File: config.mk
export PLATFORM = sky130hd
export DESIGN_NAME = brk_fail_timer
export DESIGN_NICKNAME = d
export VERILOG_FILES = /design/src/inc/brk_fail_pkg.sv /design/src/rtl/brk_fail_log.sv /design/src/rtl/brk_fail_timer.sv
export SDC_FILE = /design/constraint.sdc
export NUM_CORES = 2
export LEC_CHECK = 0
export ABC_AREA = 1
export CELL_PAD_IN_SITES_DETAIL_PLACEMENT = 0
export CELL_PAD_IN_SITES_GLOBAL_PLACEMENT = 1
export CORE_MARGIN = 2
export CORE_UTILIZATION = 47
export DETAILED_ROUTE_END_ITERATION = 7
export DONT_BUFFER_PORTS = 1
export PLACE_DENSITY_LB_ADDON = 0.08
export SLEW_MARGIN = 40
export SYNTH_ARGS = -nofsm -noshare
export SYNTH_HDL_FRONTEND = slang
export SYNTH_SLANG_ARGS = --single-unit
File: constraint.sdc
create_clock -name clk_sys_i -period 6.6 [get_ports clk_sys_i]
set_input_delay 0 -clock clk_sys_i [delete_from_list [all_inputs] [get_ports clk_sys_i]]
set_output_delay 0 -clock clk_sys_i [all_outputs]
set_load 0.03 [all_outputs]
File: src/inc/brk_fail_pkg.sv
// Shared types and constants for the breaker-failure supervision logic
package brk_fail_pkg;

  // ---------------------------------------------------------------------
  // Timing
  // ---------------------------------------------------------------------
  localparam int unsigned CLK_HZ       = 125_000_000;
  localparam int unsigned HZ_PER_MHZ   = 1_000_000;
  localparam int unsigned STEP_US      = 5000;     // Delay step, 0.005 s
  localparam int unsigned STEP_CYC_DEF = STEP_US * (CLK_HZ / HZ_PER_MHZ);
  localparam int unsigned PRE_W        = 20;

  // ---------------------------------------------------------------------
  // Widths and sizes
  // ---------------------------------------------------------------------
  localparam int unsigned DLY_W     = 19;  // Up to 1800 s in 5 ms steps
  localparam int unsigned CUR_W     = 16;
  localparam int unsigned CNT_W     = 16;
  localparam int unsigned TS_W      = 32;
  localparam int unsigned GRP_W     = 3;
  localparam int unsigned LOG_DEPTH = 12;
  localparam int unsigned LOG_IDX_W = 4;
  localparam int unsigned NUM_COND  = 8;
  localparam int unsigned NUM_OPCNT = 4;

  // Default delays in steps: 0.100 s and 0.200 s
  localparam logic [DLY_W-1:0] RETRIP_DLY_DEF = 19'h00014;
  localparam logic [DLY_W-1:0] FAIL_DLY_DEF   = 19'h00028;
  localparam logic [DLY_W-1:0] DLY_MAX        = 19'h7FFFF;
  localparam logic [LOG_IDX_W-1:0] LOG_LAST   = 4'hB;

  // Bit positions of the event condition vector
  localparam int unsigned C_START   = 0;
  localparam int unsigned C_RETRIP  = 1;
  localparam int unsigned C_FAIL    = 2;
  localparam int unsigned C_BLOCK   = 3;
  localparam int unsigned C_OUTMON  = 4;
  localparam int unsigned C_SIGNAL  = 5;
  localparam int unsigned C_PHASE   = 6;
  localparam int unsigned C_RES     = 7;

  // Bit positions of the operation counters
  localparam int unsigned K_RETRIP  = 0;
  localparam int unsigned K_FAIL    = 1;
  localparam int unsigned K_START   = 2;
  localparam int unsigned K_BLOCKED = 3;

  // ---------------------------------------------------------------------
  // Types
  // ---------------------------------------------------------------------
  typedef enum logic [1:0] {
    CRIT_CURRENT, CRIT_CUR_AND_OUT, CRIT_CUR_OR_OUT, CRIT_INPUT
  } crit_mode_t;

  typedef enum logic [1:0] {
    SEL_ON, SEL_OFF, SEL_BOTH, SEL_BOTH_ALT
  } ev_sel_t;

  typedef enum logic [1:0] {
    LOG_START, LOG_RETRIP, LOG_FAIL, LOG_BLOCKED
  } log_ev_t;

  typedef struct packed {
    logic [CUR_W-1:0] ph_a;
    logic [CUR_W-1:0] ph_b;
    logic [CUR_W-1:0] ph_c;
    logic [CUR_W-1:0] res;
  } meas_t;

  typedef struct packed {
    crit_mode_t       mode;
    logic             retrip_en;
    logic             in_cur_mon;
    logic             in_out_mon;
    logic [DLY_W-1:0] retrip_dly;
    logic [DLY_W-1:0] fail_dly;
    ev_sel_t          ev_sel;
  } cfg_t;

  typedef struct packed {
    logic [NUM_COND-1:0] on;
    logic [NUM_COND-1:0] off;
    logic [TS_W-1:0]     stamp;
  } event_t;

  typedef struct packed {
    logic [TS_W-1:0]  stamp;
    log_ev_t          ev;
    logic [CUR_W-1:0] max_ph;
    logic [CUR_W-1:0] res;
    logic [GRP_W-1:0] group;
    logic [DLY_W-1:0] retrip_left;
    logic [DLY_W-1:0] fail_left;
  } log_rec_t;

endpackage

File: src/rtl/brk_fail_log.sv
// Twelve-entry ring of operation records with oldest-first readout
`timescale 1ns/1ns
`default_nettype none
module brk_fail_log (
  input  wire logic                             clk_sys_i,
  input  wire logic                             rst_n_i,
  input  wire logic                             ce_i,
  input  wire logic                             wr_i,
  input  wire brk_fail_pkg::log_rec_t           rec_i,
  input  wire logic [brk_fail_pkg::LOG_IDX_W-1:0] rd_idx_i,
  output var        brk_fail_pkg::log_rec_t     rd_rec_o,
  output logic [brk_fail_pkg::LOG_IDX_W-1:0]    count_o
);
  import brk_fail_pkg::*;

  log_rec_t             mem_ff [LOG_DEPTH];
  log_rec_t             nxt_mem [LOG_DEPTH];
  logic [LOG_IDX_W-1:0] wp_ff;
  logic [LOG_IDX_W-1:0] nxt_wp;
  logic [LOG_IDX_W-1:0] nxt_count;
  log_rec_t             nxt_rd;

  // Wrap an index that may run one lap past the end
  function automatic logic [LOG_IDX_W-1:0] wrap(
    input logic [LOG_IDX_W:0] idx
  );
    if (idx > {1'b0, LOG_LAST}) begin
      wrap = LOG_IDX_W'(idx - LOG_DEPTH);
    end else begin
      wrap = idx[LOG_IDX_W-1:0];
    end
  endfunction

  // ---------------------------------------------------------------------
  // Write side and readout
  // ---------------------------------------------------------------------
  // Oldest record is overwritten once the ring is full
  always_comb begin
    nxt_mem   = mem_ff;
    nxt_wp    = wp_ff;
    nxt_count = count_o;
    if (wr_i) begin
      nxt_mem[wp_ff] = rec_i;
      nxt_wp         = wrap({1'b0, wp_ff} + 5'h01);
      if (count_o != LOG_IDX_W'(LOG_DEPTH)) begin
        nxt_count = count_o + 4'h1;
      end
    end
    // Index 0 is the oldest record held
    if (count_o == LOG_IDX_W'(LOG_DEPTH)) begin
      nxt_rd = mem_ff[wrap({1'b0, wp_ff} + {1'b0, rd_idx_i})];
    end else begin
      nxt_rd = mem_ff[wrap({1'b0, rd_idx_i})];
    end
  end

  // Registers of the ring
  always_ff @(posedge clk_sys_i) begin
    if (!rst_n_i) begin
      wp_ff    <= '0;
      count_o  <= '0;
      rd_rec_o <= '0;
      for (int i = 0; i < LOG_DEPTH; i++) begin
        mem_ff[i] <= '0;
      end
    end else if (ce_i) begin
      wp_ff    <= nxt_wp;
      count_o  <= nxt_count;
      rd_rec_o <= nxt_rd;
      mem_ff   <= nxt_mem;
    end
  end

endmodule // brk_fail_log
`default_nettype wire

File: src/rtl/brk_fail_timer.sv
// Breaker-failure supervision: pick-up, delay timers, events, counters
//
// Notes on behaviour
// Current mode: phase or residual over threshold starts the timer.
// Current mode: primary trip output plays no part.
// Current mode: timer clears when currents drop; expiry raises fail.
// And mode: timer held at zero until the trip output is active.
// And mode: timing runs while trip and current pick-up both hold.
// And mode: timer clears when current drops or trip releases.
// Or mode: current or trip output starts the timer.
// Or mode: trip watched always; either keeps pick-up active.
// Or mode: clears only with current low and trip released.
// Input mode: pick-up from digital input, optionally gated by monitors.
// Input mode: input starts timer; held to expiry raises fail.
// Input mode still drives retrip and fail with own delays.
// ON and OFF events from eight condition changes.
// Event filter passes ON, OFF or both, with time stamp.
// Four resettable counters: retrip, fail, start, blocked.
// Log keeps the twelve latest time-stamped records.
// Record holds stamp, event, max phase, residual, group.
// Record holds remaining retrip and fail time.
// Fail output after fail delay, 5 ms steps, default 200 ms.
// Retrip output after retrip delay when enabled, default 100 ms.
// Block at pick-up gives blocked, no timing; block releases start.
// Full log overwrites oldest; readout stays in time order.
`timescale 1ns/1ns
`default_nettype none
module brk_fail_timer #(
  parameter int unsigned STEP_CYCLES = brk_fail_pkg::STEP_CYC_DEF
) (
  input  wire logic                               clk_sys_i,
  input  wire logic                               rst_n_i,
  input  wire logic                               ce_i,
  input  wire brk_fail_pkg::meas_t                meas_i,
  input  wire logic [brk_fail_pkg::CUR_W-1:0]     ph_set_i,
  input  wire logic [brk_fail_pkg::CUR_W-1:0]     res_set_i,
  input  wire logic                               trip_mon_i,
  input  wire logic                               dig_in_i,
  input  wire logic                               block_i,
  input  wire brk_fail_pkg::cfg_t                 cfg_i,
  input  wire logic [brk_fail_pkg::GRP_W-1:0]     group_i,
  input  wire logic [brk_fail_pkg::TS_W-1:0]      stamp_i,
  input  wire logic [brk_fail_pkg::NUM_OPCNT-1:0] cnt_clr_i,
  input  wire logic [brk_fail_pkg::LOG_IDX_W-1:0] log_idx_i,
  output logic                                    start_o,
  output logic                                    retrip_o,
  output logic                                    breaker_fail_output_o,
  output logic                                    blocked_o,
  output logic [brk_fail_pkg::DLY_W-1:0]          retrip_time_remaining_o,
  output logic [brk_fail_pkg::DLY_W-1:0]          fail_time_remaining_o,
  output var        brk_fail_pkg::event_t         event_o,
  output logic [brk_fail_pkg::NUM_OPCNT-1:0][brk_fail_pkg::CNT_W-1:0]
                                                  op_cnt_o,
  output var        brk_fail_pkg::log_rec_t       log_rec_o,
  output logic [brk_fail_pkg::LOG_IDX_W-1:0]      log_count_o
);
  import brk_fail_pkg::*;

  typedef enum logic [1:0] {ST_IDLE, ST_TIMING, ST_BLOCKED} tmr_state_t;

  localparam logic [PRE_W-1:0] PRE_LAST = PRE_W'(STEP_CYCLES - 1);

  // ---------------------------------------------------------------------
  // Helpers
  // ---------------------------------------------------------------------
  // Largest of the three phase currents
  function automatic logic [CUR_W-1:0] max3(input meas_t m);
    logic [CUR_W-1:0] ab;
    ab   = (m.ph_a > m.ph_b) ? m.ph_a : m.ph_b;
    max3 = (ab > m.ph_c) ? ab : m.ph_c;
  endfunction

  // Time left until a delay expires, floored at zero
  function automatic logic [DLY_W-1:0] left(
    input logic [DLY_W-1:0] dly,
    input logic [DLY_W-1:0] el
  );
    left = (dly > el) ? (dly - el) : '0;
  endfunction

  // ---------------------------------------------------------------------
  // Pick-up criterion
  // ---------------------------------------------------------------------
  logic ph_over;
  logic res_over;
  logic cur_pick;
  logic pick;

  // Threshold comparison and mode selection
  always_comb begin
    ph_over  = (max3(meas_i) > ph_set_i);
    res_over = (meas_i.res > res_set_i);
    cur_pick = ph_over | res_over;
    unique case (cfg_i.mode)
      CRIT_CURRENT:     pick = cur_pick;
      CRIT_CUR_AND_OUT: pick = cur_pick & trip_mon_i;
      CRIT_CUR_OR_OUT:  pick = cur_pick | trip_mon_i;
      CRIT_INPUT: begin
        // Monitors optionally qualify the digital input
        pick = dig_in_i
             & (cur_pick   | ~cfg_i.in_cur_mon)
             & (trip_mon_i | ~cfg_i.in_out_mon);
      end
    endcase
  end

  // ---------------------------------------------------------------------
  // Timer state and step prescaler
  // ---------------------------------------------------------------------
  tmr_state_t       st_ff;
  tmr_state_t       nxt_st;
  logic [PRE_W-1:0] pre_ff;
  logic [PRE_W-1:0] nxt_pre;
  logic [DLY_W-1:0] el_ff;
  logic [DLY_W-1:0] nxt_el;

  // Start, block and release decisions
  always_comb begin
    nxt_st = st_ff;
    unique case (st_ff)
      ST_IDLE: begin
        if (pick && block_i) begin
          nxt_st = ST_BLOCKED;
        end else if (pick) begin
          nxt_st = ST_TIMING;
        end
      end
      ST_TIMING: begin
        if (!pick || block_i) begin
          nxt_st = ST_IDLE;
        end
      end
      ST_BLOCKED: begin
        if (!pick) begin
          nxt_st = ST_IDLE;
        end
      end
      default: nxt_st = ST_IDLE;
    endcase
  end

  // Elapsed time in 5 ms steps, cleared at once when not timing
  always_comb begin
    nxt_pre = '0;
    nxt_el  = '0;
    if (nxt_st == ST_TIMING && st_ff == ST_TIMING) begin
      nxt_el = el_ff;
      if (pre_ff == PRE_LAST) begin
        if (el_ff != DLY_MAX) begin
          nxt_el = el_ff + 19'h00001;
        end
      end else begin
        nxt_pre = pre_ff + 20'h00001;
      end
    end
  end

  // Timer registers
  always_ff @(posedge clk_sys_i) begin
    if (!rst_n_i) begin
      st_ff  <= ST_IDLE;
      pre_ff <= '0;
      el_ff  <= '0;
    end else if (ce_i) begin
      st_ff  <= nxt_st;
      pre_ff <= nxt_pre;
      el_ff  <= nxt_el;
    end
  end

  // ---------------------------------------------------------------------
  // Outputs of the timer
  // ---------------------------------------------------------------------
  logic             timing;
  logic             nxt_start;
  logic             nxt_retrip;
  logic             nxt_fail;
  logic             nxt_blocked;
  logic [DLY_W-1:0] nxt_rt_left;
  logic [DLY_W-1:0] nxt_fl_left;

  // Expiry compares; both timers share the one pick-up
  always_comb begin
    timing      = (st_ff == ST_TIMING);
    nxt_start   = timing;
    nxt_blocked = (st_ff == ST_BLOCKED);
    nxt_retrip  = timing & cfg_i.retrip_en
                & (el_ff >= cfg_i.retrip_dly);
    nxt_fail    = timing & (el_ff >= cfg_i.fail_dly);
    nxt_rt_left = left(cfg_i.retrip_dly, el_ff);
    nxt_fl_left = left(cfg_i.fail_dly, el_ff);
  end

  // Output registers
  always_ff @(posedge clk_sys_i) begin
    if (!rst_n_i) begin
      start_o                 <= 1'b0;
      retrip_o                <= 1'b0;
      breaker_fail_output_o   <= 1'b0;
      blocked_o               <= 1'b0;
      retrip_time_remaining_o <= RETRIP_DLY_DEF;
      fail_time_remaining_o   <= FAIL_DLY_DEF;
    end else if (ce_i) begin
      start_o                 <= nxt_start;
      retrip_o                <= nxt_retrip;
      breaker_fail_output_o   <= nxt_fail;
      blocked_o               <= nxt_blocked;
      retrip_time_remaining_o <= nxt_rt_left;
      fail_time_remaining_o   <= nxt_fl_left;
    end
  end

  // ---------------------------------------------------------------------
  // Events
  // ---------------------------------------------------------------------
  logic [NUM_COND-1:0] cond;
  logic [NUM_COND-1:0] cond_ff;
  logic [NUM_COND-1:0] rise;
  logic [NUM_COND-1:0] fall;
  event_t              nxt_event;

  // Edge detection and ON/OFF filtering
  always_comb begin
    cond           = '0;
    cond[C_START]  = start_o;
    cond[C_RETRIP] = retrip_o;
    cond[C_FAIL]   = breaker_fail_output_o;
    cond[C_BLOCK]  = block_i;
    cond[C_OUTMON] = trip_mon_i;
    cond[C_SIGNAL] = dig_in_i;
    cond[C_PHASE]  = ph_over;
    cond[C_RES]    = res_over;
    rise           = cond & ~cond_ff;
    fall           = ~cond & cond_ff;
    nxt_event.on   = (cfg_i.ev_sel != SEL_OFF) ? rise : '0;
    nxt_event.off  = (cfg_i.ev_sel != SEL_ON) ? fall : '0;
    nxt_event.stamp = stamp_i;
  end

  // Event registers
  always_ff @(posedge clk_sys_i) begin
    if (!rst_n_i) begin
      cond_ff <= '0;
      event_o <= '0;
    end else if (ce_i) begin
      cond_ff <= cond;
      event_o <= nxt_event;
    end
  end

  // ---------------------------------------------------------------------
  // Cumulative operation counters
  // ---------------------------------------------------------------------
  logic [NUM_OPCNT-1:0] op_hit;
  logic                 blk_ff;
  logic                 nxt_blk;

  // Rising edges of the counted operations
  always_comb begin
    nxt_blk            = blocked_o;
    op_hit             = '0;
    op_hit[K_RETRIP]   = rise[C_RETRIP];
    op_hit[K_FAIL]     = rise[C_FAIL];
    op_hit[K_START]    = rise[C_START];
    op_hit[K_BLOCKED]  = blocked_o & ~blk_ff;
  end

  // Edge memory for the blocked indication
  always_ff @(posedge clk_sys_i) begin
    if (!rst_n_i) begin
      blk_ff <= 1'b0;
    end else if (ce_i) begin
      blk_ff <= nxt_blk;
    end
  end

  // One counter each; a hit in the clear cycle is kept
  for (genvar k = 0; k < NUM_OPCNT; k++) begin : g_opcnt
    logic [CNT_W-1:0] nxt_cnt;

    // Clear, then count; saturates at all ones
    always_comb begin
      nxt_cnt = cnt_clr_i[k] ? '0 : op_cnt_o[k];
      if (op_hit[k] && nxt_cnt != '1) begin
        nxt_cnt = nxt_cnt + 16'h0001;
      end
    end

    // Counter register
    always_ff @(posedge clk_sys_i) begin
      if (!rst_n_i) begin
        op_cnt_o[k] <= '0;
      end else if (ce_i) begin
        op_cnt_o[k] <= nxt_cnt;
      end
    end
  end

  // ---------------------------------------------------------------------
  // Operation log
  // ---------------------------------------------------------------------
  logic     log_wr;
  log_rec_t log_rec;

  // One record per cycle; fail outranks retrip, blocked and start
  always_comb begin
    log_wr = op_hit[K_FAIL] | op_hit[K_RETRIP]
           | op_hit[K_BLOCKED] | op_hit[K_START];
    if (op_hit[K_FAIL]) begin
      log_rec.ev = LOG_FAIL;
    end else if (op_hit[K_RETRIP]) begin
      log_rec.ev = LOG_RETRIP;
    end else if (op_hit[K_BLOCKED]) begin
      log_rec.ev = LOG_BLOCKED;
    end else begin
      log_rec.ev = LOG_START;
    end
    log_rec.stamp       = stamp_i;
    log_rec.max_ph      = max3(meas_i);
    log_rec.res         = meas_i.res;
    log_rec.group       = group_i;
    log_rec.retrip_left = retrip_time_remaining_o;
    log_rec.fail_left   = fail_time_remaining_o;
  end

  // Record ring
  brk_fail_log u_log (
    .clk_sys_i (clk_sys_i),
    .rst_n_i   (rst_n_i),
    .ce_i      (ce_i),
    .wr_i      (log_wr),
    .rec_i     (log_rec),
    .rd_idx_i  (log_idx_i),
    .rd_rec_o  (log_rec_o),
    .count_o   (log_count_o)
  );

endmodule // brk_fail_timer
`default_nettype wire
---- Yosys cells after proc, flatten, opt, wreduce, memory -nomap -nowiden ----
Cells that the tools add are included.
cells by class
  add/subtract/negate cells ............... 14
  magnitude comparators ................... 15
  equality and inequality tests ........... 17
  muxes and demuxes ....................... 43
  bitwise operators ....................... 24
  reduce and logical (&&, ||, !) cells .... 15
operators by type and width
  operator                                                  count
  bitwise mux 1284 bit                                      1
  binary-select mux 107 bit (select 4 bit)                  2
  2-to-1 mux 107 bit                                        6
  demux 107 bit (select 4 bit)                              1
  2-to-1 mux 16 bit                                         10
  2-to-1 mux 19 bit                                         5
  adder 16 x 1 -> 16 bit, second input constant             4
  greater-than comparator 16 bit                            4
  != test 16 bit, second input constant                     4
  2-to-1 mux 20 bit                                         2
  greater-or-equal comparator 19 bit                        2
  greater-than comparator 19 bit                            2
  subtractor 19 bit                                         2
  adder 20 x 1 -> 20 bit, second input constant             1
  equality test 20 bit, second input constant               1
  2-to-1 mux 4 bit                                          5
  adder 19 x 1 -> 19 bit, second input constant             1
  != test 19 bit, second input constant                     1
  AND 8 bit                                                 2
  2-to-1 mux 8 bit                                          2
  inverter 8 bit                                            2
  greater-or-equal comparator 5 bit, second input constant  3
  inverter 4 -> 5 bit                                       3
  2-to-1 mux 2 bit                                          7
  other kinds (24)                                          55
storage, ports and cells
  register bits ........................... 1603
  output and inout bits ................... 265

---- Depth between registers and ports, before layout ----
  depth after elaboration ................. 18
  depth in mapped cells ................... 49

---- Modules after synthesis ----
A second synthesis with hierarchy kept.
unflattened totals
  cells, all modules ...................... 13386
  area total of the unflattened synthesis .. 85822.3 um^2
modules (own cells, without submodules)
  module          instances  cells an instance  area an instance (um^2)  seq. area each (um^2)
  brk_fail_log    1          11375              72198.0                  28006.9
  brk_fail_timer  1          2011               13624.3                  4083.9

---- Worst setup path before layout ----
No wires, ideal clock.
  path kind ............................... input to register
  from .................................... input meas_i[33] in the netlist's numbering
  to ...................................... register pre_ff[11]
  library setup time ...................... 117 ps
  data arrival time ....................... 4850 ps
  path slack .............................. 1633 ps
  stages on the path ...................... 41
  path buffers ............................ 4
  cell sequence ........................... inv_1 -> ha_1 -> inv_1 -> nor2_1 -> nor2_1 -> o21ai_1 -> nand2_1 -> o211ai_1 -> nand2_1 -> o2111ai_1 -> nand2_1 -> clkbuf_1 -> a21oi_1 -> ha_1 -> nand2_1 -> inv_2 -> nand2_1 -> o211ai_1 -> (+5 left out) -> nand2_1 -> o21ai_0 -> buf_2 -> ha_1 -> a21o_1 -> nor2_1 -> nand2_1 -> nand2_1 -> nand2_1 -> nand2_1 -> nand3_1 -> nand3_1 -> nand3_1 -> nand4_2 -> nor2_1 -> o21ai_2 -> buf_4 -> nor2_1
RTL lines
  element               line                   text
  start, declared       brk_fail_timer.sv:34   input wire brk_fail_pkg::meas_t meas_i,
  end signal, assigned  brk_fail_timer.sv:166  pre_ff <= nxt_pre;
  end, declared         brk_fail_timer.sv:112  logic [PRE_W-1:0] pre_ff;

---- Final worst setup path ----
  from .................................... input meas_i[47] in the netlist's numbering
  to ...................................... register el_ff[15]
between the ends
  longest elaborated chain between the ends .. 18
  elaborated cells between the ends (all ways) .. 26
  classes of those cells .................. 3 x order compare; 3 x eq/ne; 9 x mux; 6 x bitwise; 5 x reduce/logical
ends and longest elaborated chain
  element                                  line                   text
  greater-than comparator 16 bit           brk_fail_timer.sv:69   ab = (m.ph_a > m.ph_b) ? m.ph_a : m.ph_b;
  2-to-1 mux 16 bit (*)                    brk_fail_timer.sv:69
  greater-than comparator 16 bit           brk_fail_timer.sv:70   max3 = (ab > m.ph_c) ? ab : m.ph_c;
  2-to-1 mux 16 bit (*)                    brk_fail_timer.sv:70
  greater-than comparator 16 bit (*)       brk_fail_timer.sv:91   ph_over = (max3(meas_i) > ph_set_i);
  OR 1 bit (*)                             brk_fail_timer.sv:93   cur_pick = ph_over | res_over;
  OR 1 bit                                 brk_fail_timer.sv:101  & (cur_pick | ~cfg_i.in_cur_mon)
  AND 1 bit                                brk_fail_timer.sv:101
  (+2 left out)                            --
  zero test 1 bit                          --
  logical OR 1 bit                         brk_fail_timer.sv:129  if (!pick || block_i) begin
  2-to-1 mux 2 bit                         brk_fail_timer.sv:129
  one-hot mux 2 bit (3 select lines) (*)   brk_fail_timer.sv:120  unique case (st_ff)
  equality test 2 x 1 -> 1 bit (*)         brk_fail_timer.sv:146  if (nxt_st == ST_TIMING && st_ff == ST_TIMING) begin
  logical AND 1 bit (*)                    brk_fail_timer.sv:146
  != test 2 x 1 -> 1 bit (no source line)  --
  AND reduction 3 bit (no source line)     --
  end signal, assigned                     brk_fail_timer.sv:167  el_ff <= nxt_el;
  end, declared                            brk_fail_timer.sv:114  logic [DLY_W-1:0] el_ff;
Mark *: on every way between the ends. The rest lies on a longest branch, timed or not.
A chain may end at the register's enable or synchronous reset.

==> flow_summary.toml <==
[outcome]
status = "complete, but fails checks"
violations = "negative hold slack, max-slew violations"

[clocking]
h-tree-depth = 4
post_cts_buffers = 0
cts_buffers = 184
clock_latency_ns = 0.85
root_buffer = "clkbuf_16"
cts.clk_slew.worst_paths_ns = 0.06
clk_path_buf_depth = 3
cts_tree = "built"
clock_sinks = 1603

[detailed_routing]
dr_total_vias = 91300
drc_errors = 0
drt_first_pass_iters = 6
ant_nets = 0
routed_wl_um = 356000
initialDrtViolationCount = 10400
wl_per_cell_um = 23.4
viasPerCell = 6.00

[synthesis]
ys_types = 57
synth_area_leaders = "dfxtp_1, a21oi_1, o21ai_0"
yosysTopAreaCellShare_pct = 38.0
syn-cell-area_um2 = 84300
async_flop_share_pct = 0
synth-seq-area-share_pct = 38.0
syn-mean-instance-area_um2 = 6.76
synth_cells = 12500
ys_seq_elements = 1603
synth_flop_cell = "dfxtp_1"
synth_edf_count = 0
synth_area_leader_cell = "dfxtp_1"
yosys_warnings = 0
syn-num-nets = 12800

[timing]
slew_headroom_pct = -28.8
hold_viol = 3
clock_skew_ns = 0.0238
fin_setup_tns_ns = 0
clock.fmax_mhz = 169
slew_viol_final = 238
rsz0062_at_grt = "false"
worst_slew_pin_slew_ns = 1.93
period_minus_slack_ns = 5.93
setup_viol = 0
fin_crit_sh_pct = 89.8
fin_hold_ws_ns = -0.0584

[die]
start_util_pct = 47.3
dieArea_um2 = 183000
fp.dieW_um = 428
die_y_um = 428
io_pins = 455
row_count = 155
coreArea_um2 = 178000

[setup_path]
max_stage_delay_ns = 0.65
critPathRequiredTime_ns = 7.28
path_buf_inv = 9
regToRegSetupSlack_ns = 0.91
endpoint_kind = "flop"
slowest_stage = "dlygate4sd3_1"
crit_type = "in -> reg"
start_kind = "primary input"
arrival_ns = 6.61
cpLargestDelayFamily = "buffers and inverters"
cp_max_fo = 32

[global_routing]
grt_max_degree = 564
grt_overflow = 0
antenna_found_initial = 38
grt_pass1_wl_um = 530000
grt_pass1_vias = 86000
grtUsageTotal_pct = 37.5

[power]
ir_worst_vdd_uv = 240
leakage_nw = 37.0
power_density_nw_per_um2 = 247

[job]
max_cap_violations = 0

[hold_path]
hold_class = "in -> reg"

[layout]
layout-drive-gt1-share_pct = 4.29
fin_nets = 13000
syn_to_final_growth_pct = 20.8

[place]
dp_hpwl_um = 175000
io_buffer_count = 0
place_congestion = 0.906
[per-stage QoR]
stage	utilization [%]	area [um^2]	total power, mW	instances	setup slack, ns
after floorplan	-	84300	12.5	12500	1.63
after global placement	47.0	83900	13.5	13800	0.662
after detailed placement	47.2	84200	13.6	13800	0.704
after CTS	56.8	101000	25.1	15200	0.262
after global routing	57.1	102000	25.9	15200	0.113
final	57.1	102000	25.1	15200	0.671
[kinds of logic after synthesis]
family                   Yosys count  synth area share, %
adder cells (fa/ha/maj)          123                 1.85
AO/OA/AOI/OAI                   5846                 36.7
buffers and inverters           2907                 13.2
flip-flops                      1603                 38.0
AND/OR/NAND/NOR                 1946                 9.67
XOR/XNOR                          52                0.549
[report_power, final]
group          leakage [nW]  internal, mW  switching, mW
combinational          20.9          1.29           2.87
sequential             13.0          9.80          0.306
clock                  3.14          6.47           4.41
[repair_timing]
action | 4_1_cts | 5_1_grt
endpoints found under the hold margin | 1601 | 45
hold buffers | 1065 | 4
gates resized for setup | 0 | 7
setup endpoints to repair | 0 | 32
[registers in the layout (all words and copies together) (netlist names)]
register / cells
blocked_o: 1
st_ff: 2
op_cnt_o: 64
breaker_fail_output_o: 1
fail_time_remaining_o: 19
u_log.wp_ff: 4
event_o: 48
blk_ff: 1
start_o: 1
retrip_o: 1
retrip_time_remaining_o: 19
pre_ff: 20
u_log.rd_rec_o: 107
el_ff: 19
u_log.mem_ff: 1284
u_log.count_o: 4
cond_ff: 8
[synth_stat cells, drive strengths merged (5+ instances only)]
cell type and count:
xor2 41, ha 120, xnor2 11, a21o 6
a21boi 5, a221oi 9, a311oi 306, a21oi 2935
inv 1713, buf 167, or2 13, dfxtp 1603
nor3b 10, a31oi 12, clkbuf 1023, nor2 553
o211ai 130, o21ai 2408, nand4 44, nor3 77
nand2 900, o21a 8, o31ai 7, nor4 15
nand3 326
[layout make-up]
class | count | area, um^2
sequential | 1603 | 32100
antenna | 24 | 60.1
multi-input combinational | 7968 | 41200
inverter | 1717 | 6560
fill | 17200 | 76500
clock inverter | 47 | 642
tap | 2355 | 2950
timing repair buffer | 1209 | 12600
clock buffer | 289 | 5720
[routing by layer]
metal  share of wire [%]  vias up  GRT usage (%)
met5               0.049        -              0
met4                 4.6       28           17.1
met3                 9.3      808           7.07
met2                  45     4211           61.2
met1                  41    43500           47.9
li1                    -    42800              -
[tightest hold or removal path, cell delays in order]
cell	delay [ns]
a21boi_0	0.11
nand3_1	0.09
nand3_1	0.12
nand3_1	0.15
nor2_4	0.06
o21ai_0	0.14
a21oi_1	0.05
[cells in the final DEF, fill, tap and decap left out, types with 130 or more instances in the layout]
master / instances
a311oi_1: 306
nand3_1: 324
o21ai_0: 2376
clkbuf_16: 192
inv_1: 1693
dlygate4sd3_1: 1055
nor2_1: 541
nand2_1: 891
dfxtp_1: 1576
o211ai_1: 130
a21oi_1: 2935
[final timing paths]
path | endpoint | cells past startpoint | startpoint
max reg2reg | u_log.mem_ff[295]$_SDFFE_PN0P_ | 12 | breaker_fail_output_o$_SDFFE_PN0P_
min reg2reg | u_log.mem_ff[366]$_SDFFE_PN0P_ | 2 | u_log.mem_ff[366]$_SDFFE_PN0P_
min | el_ff[18]$_SDFFE_PN0P_ | 7 | cfg_i[40]
max | el_ff[15]$_SDFFE_PN0P_ | 37 | meas_i[47]
Note: power is estimated with default switching activity, not from simulation.
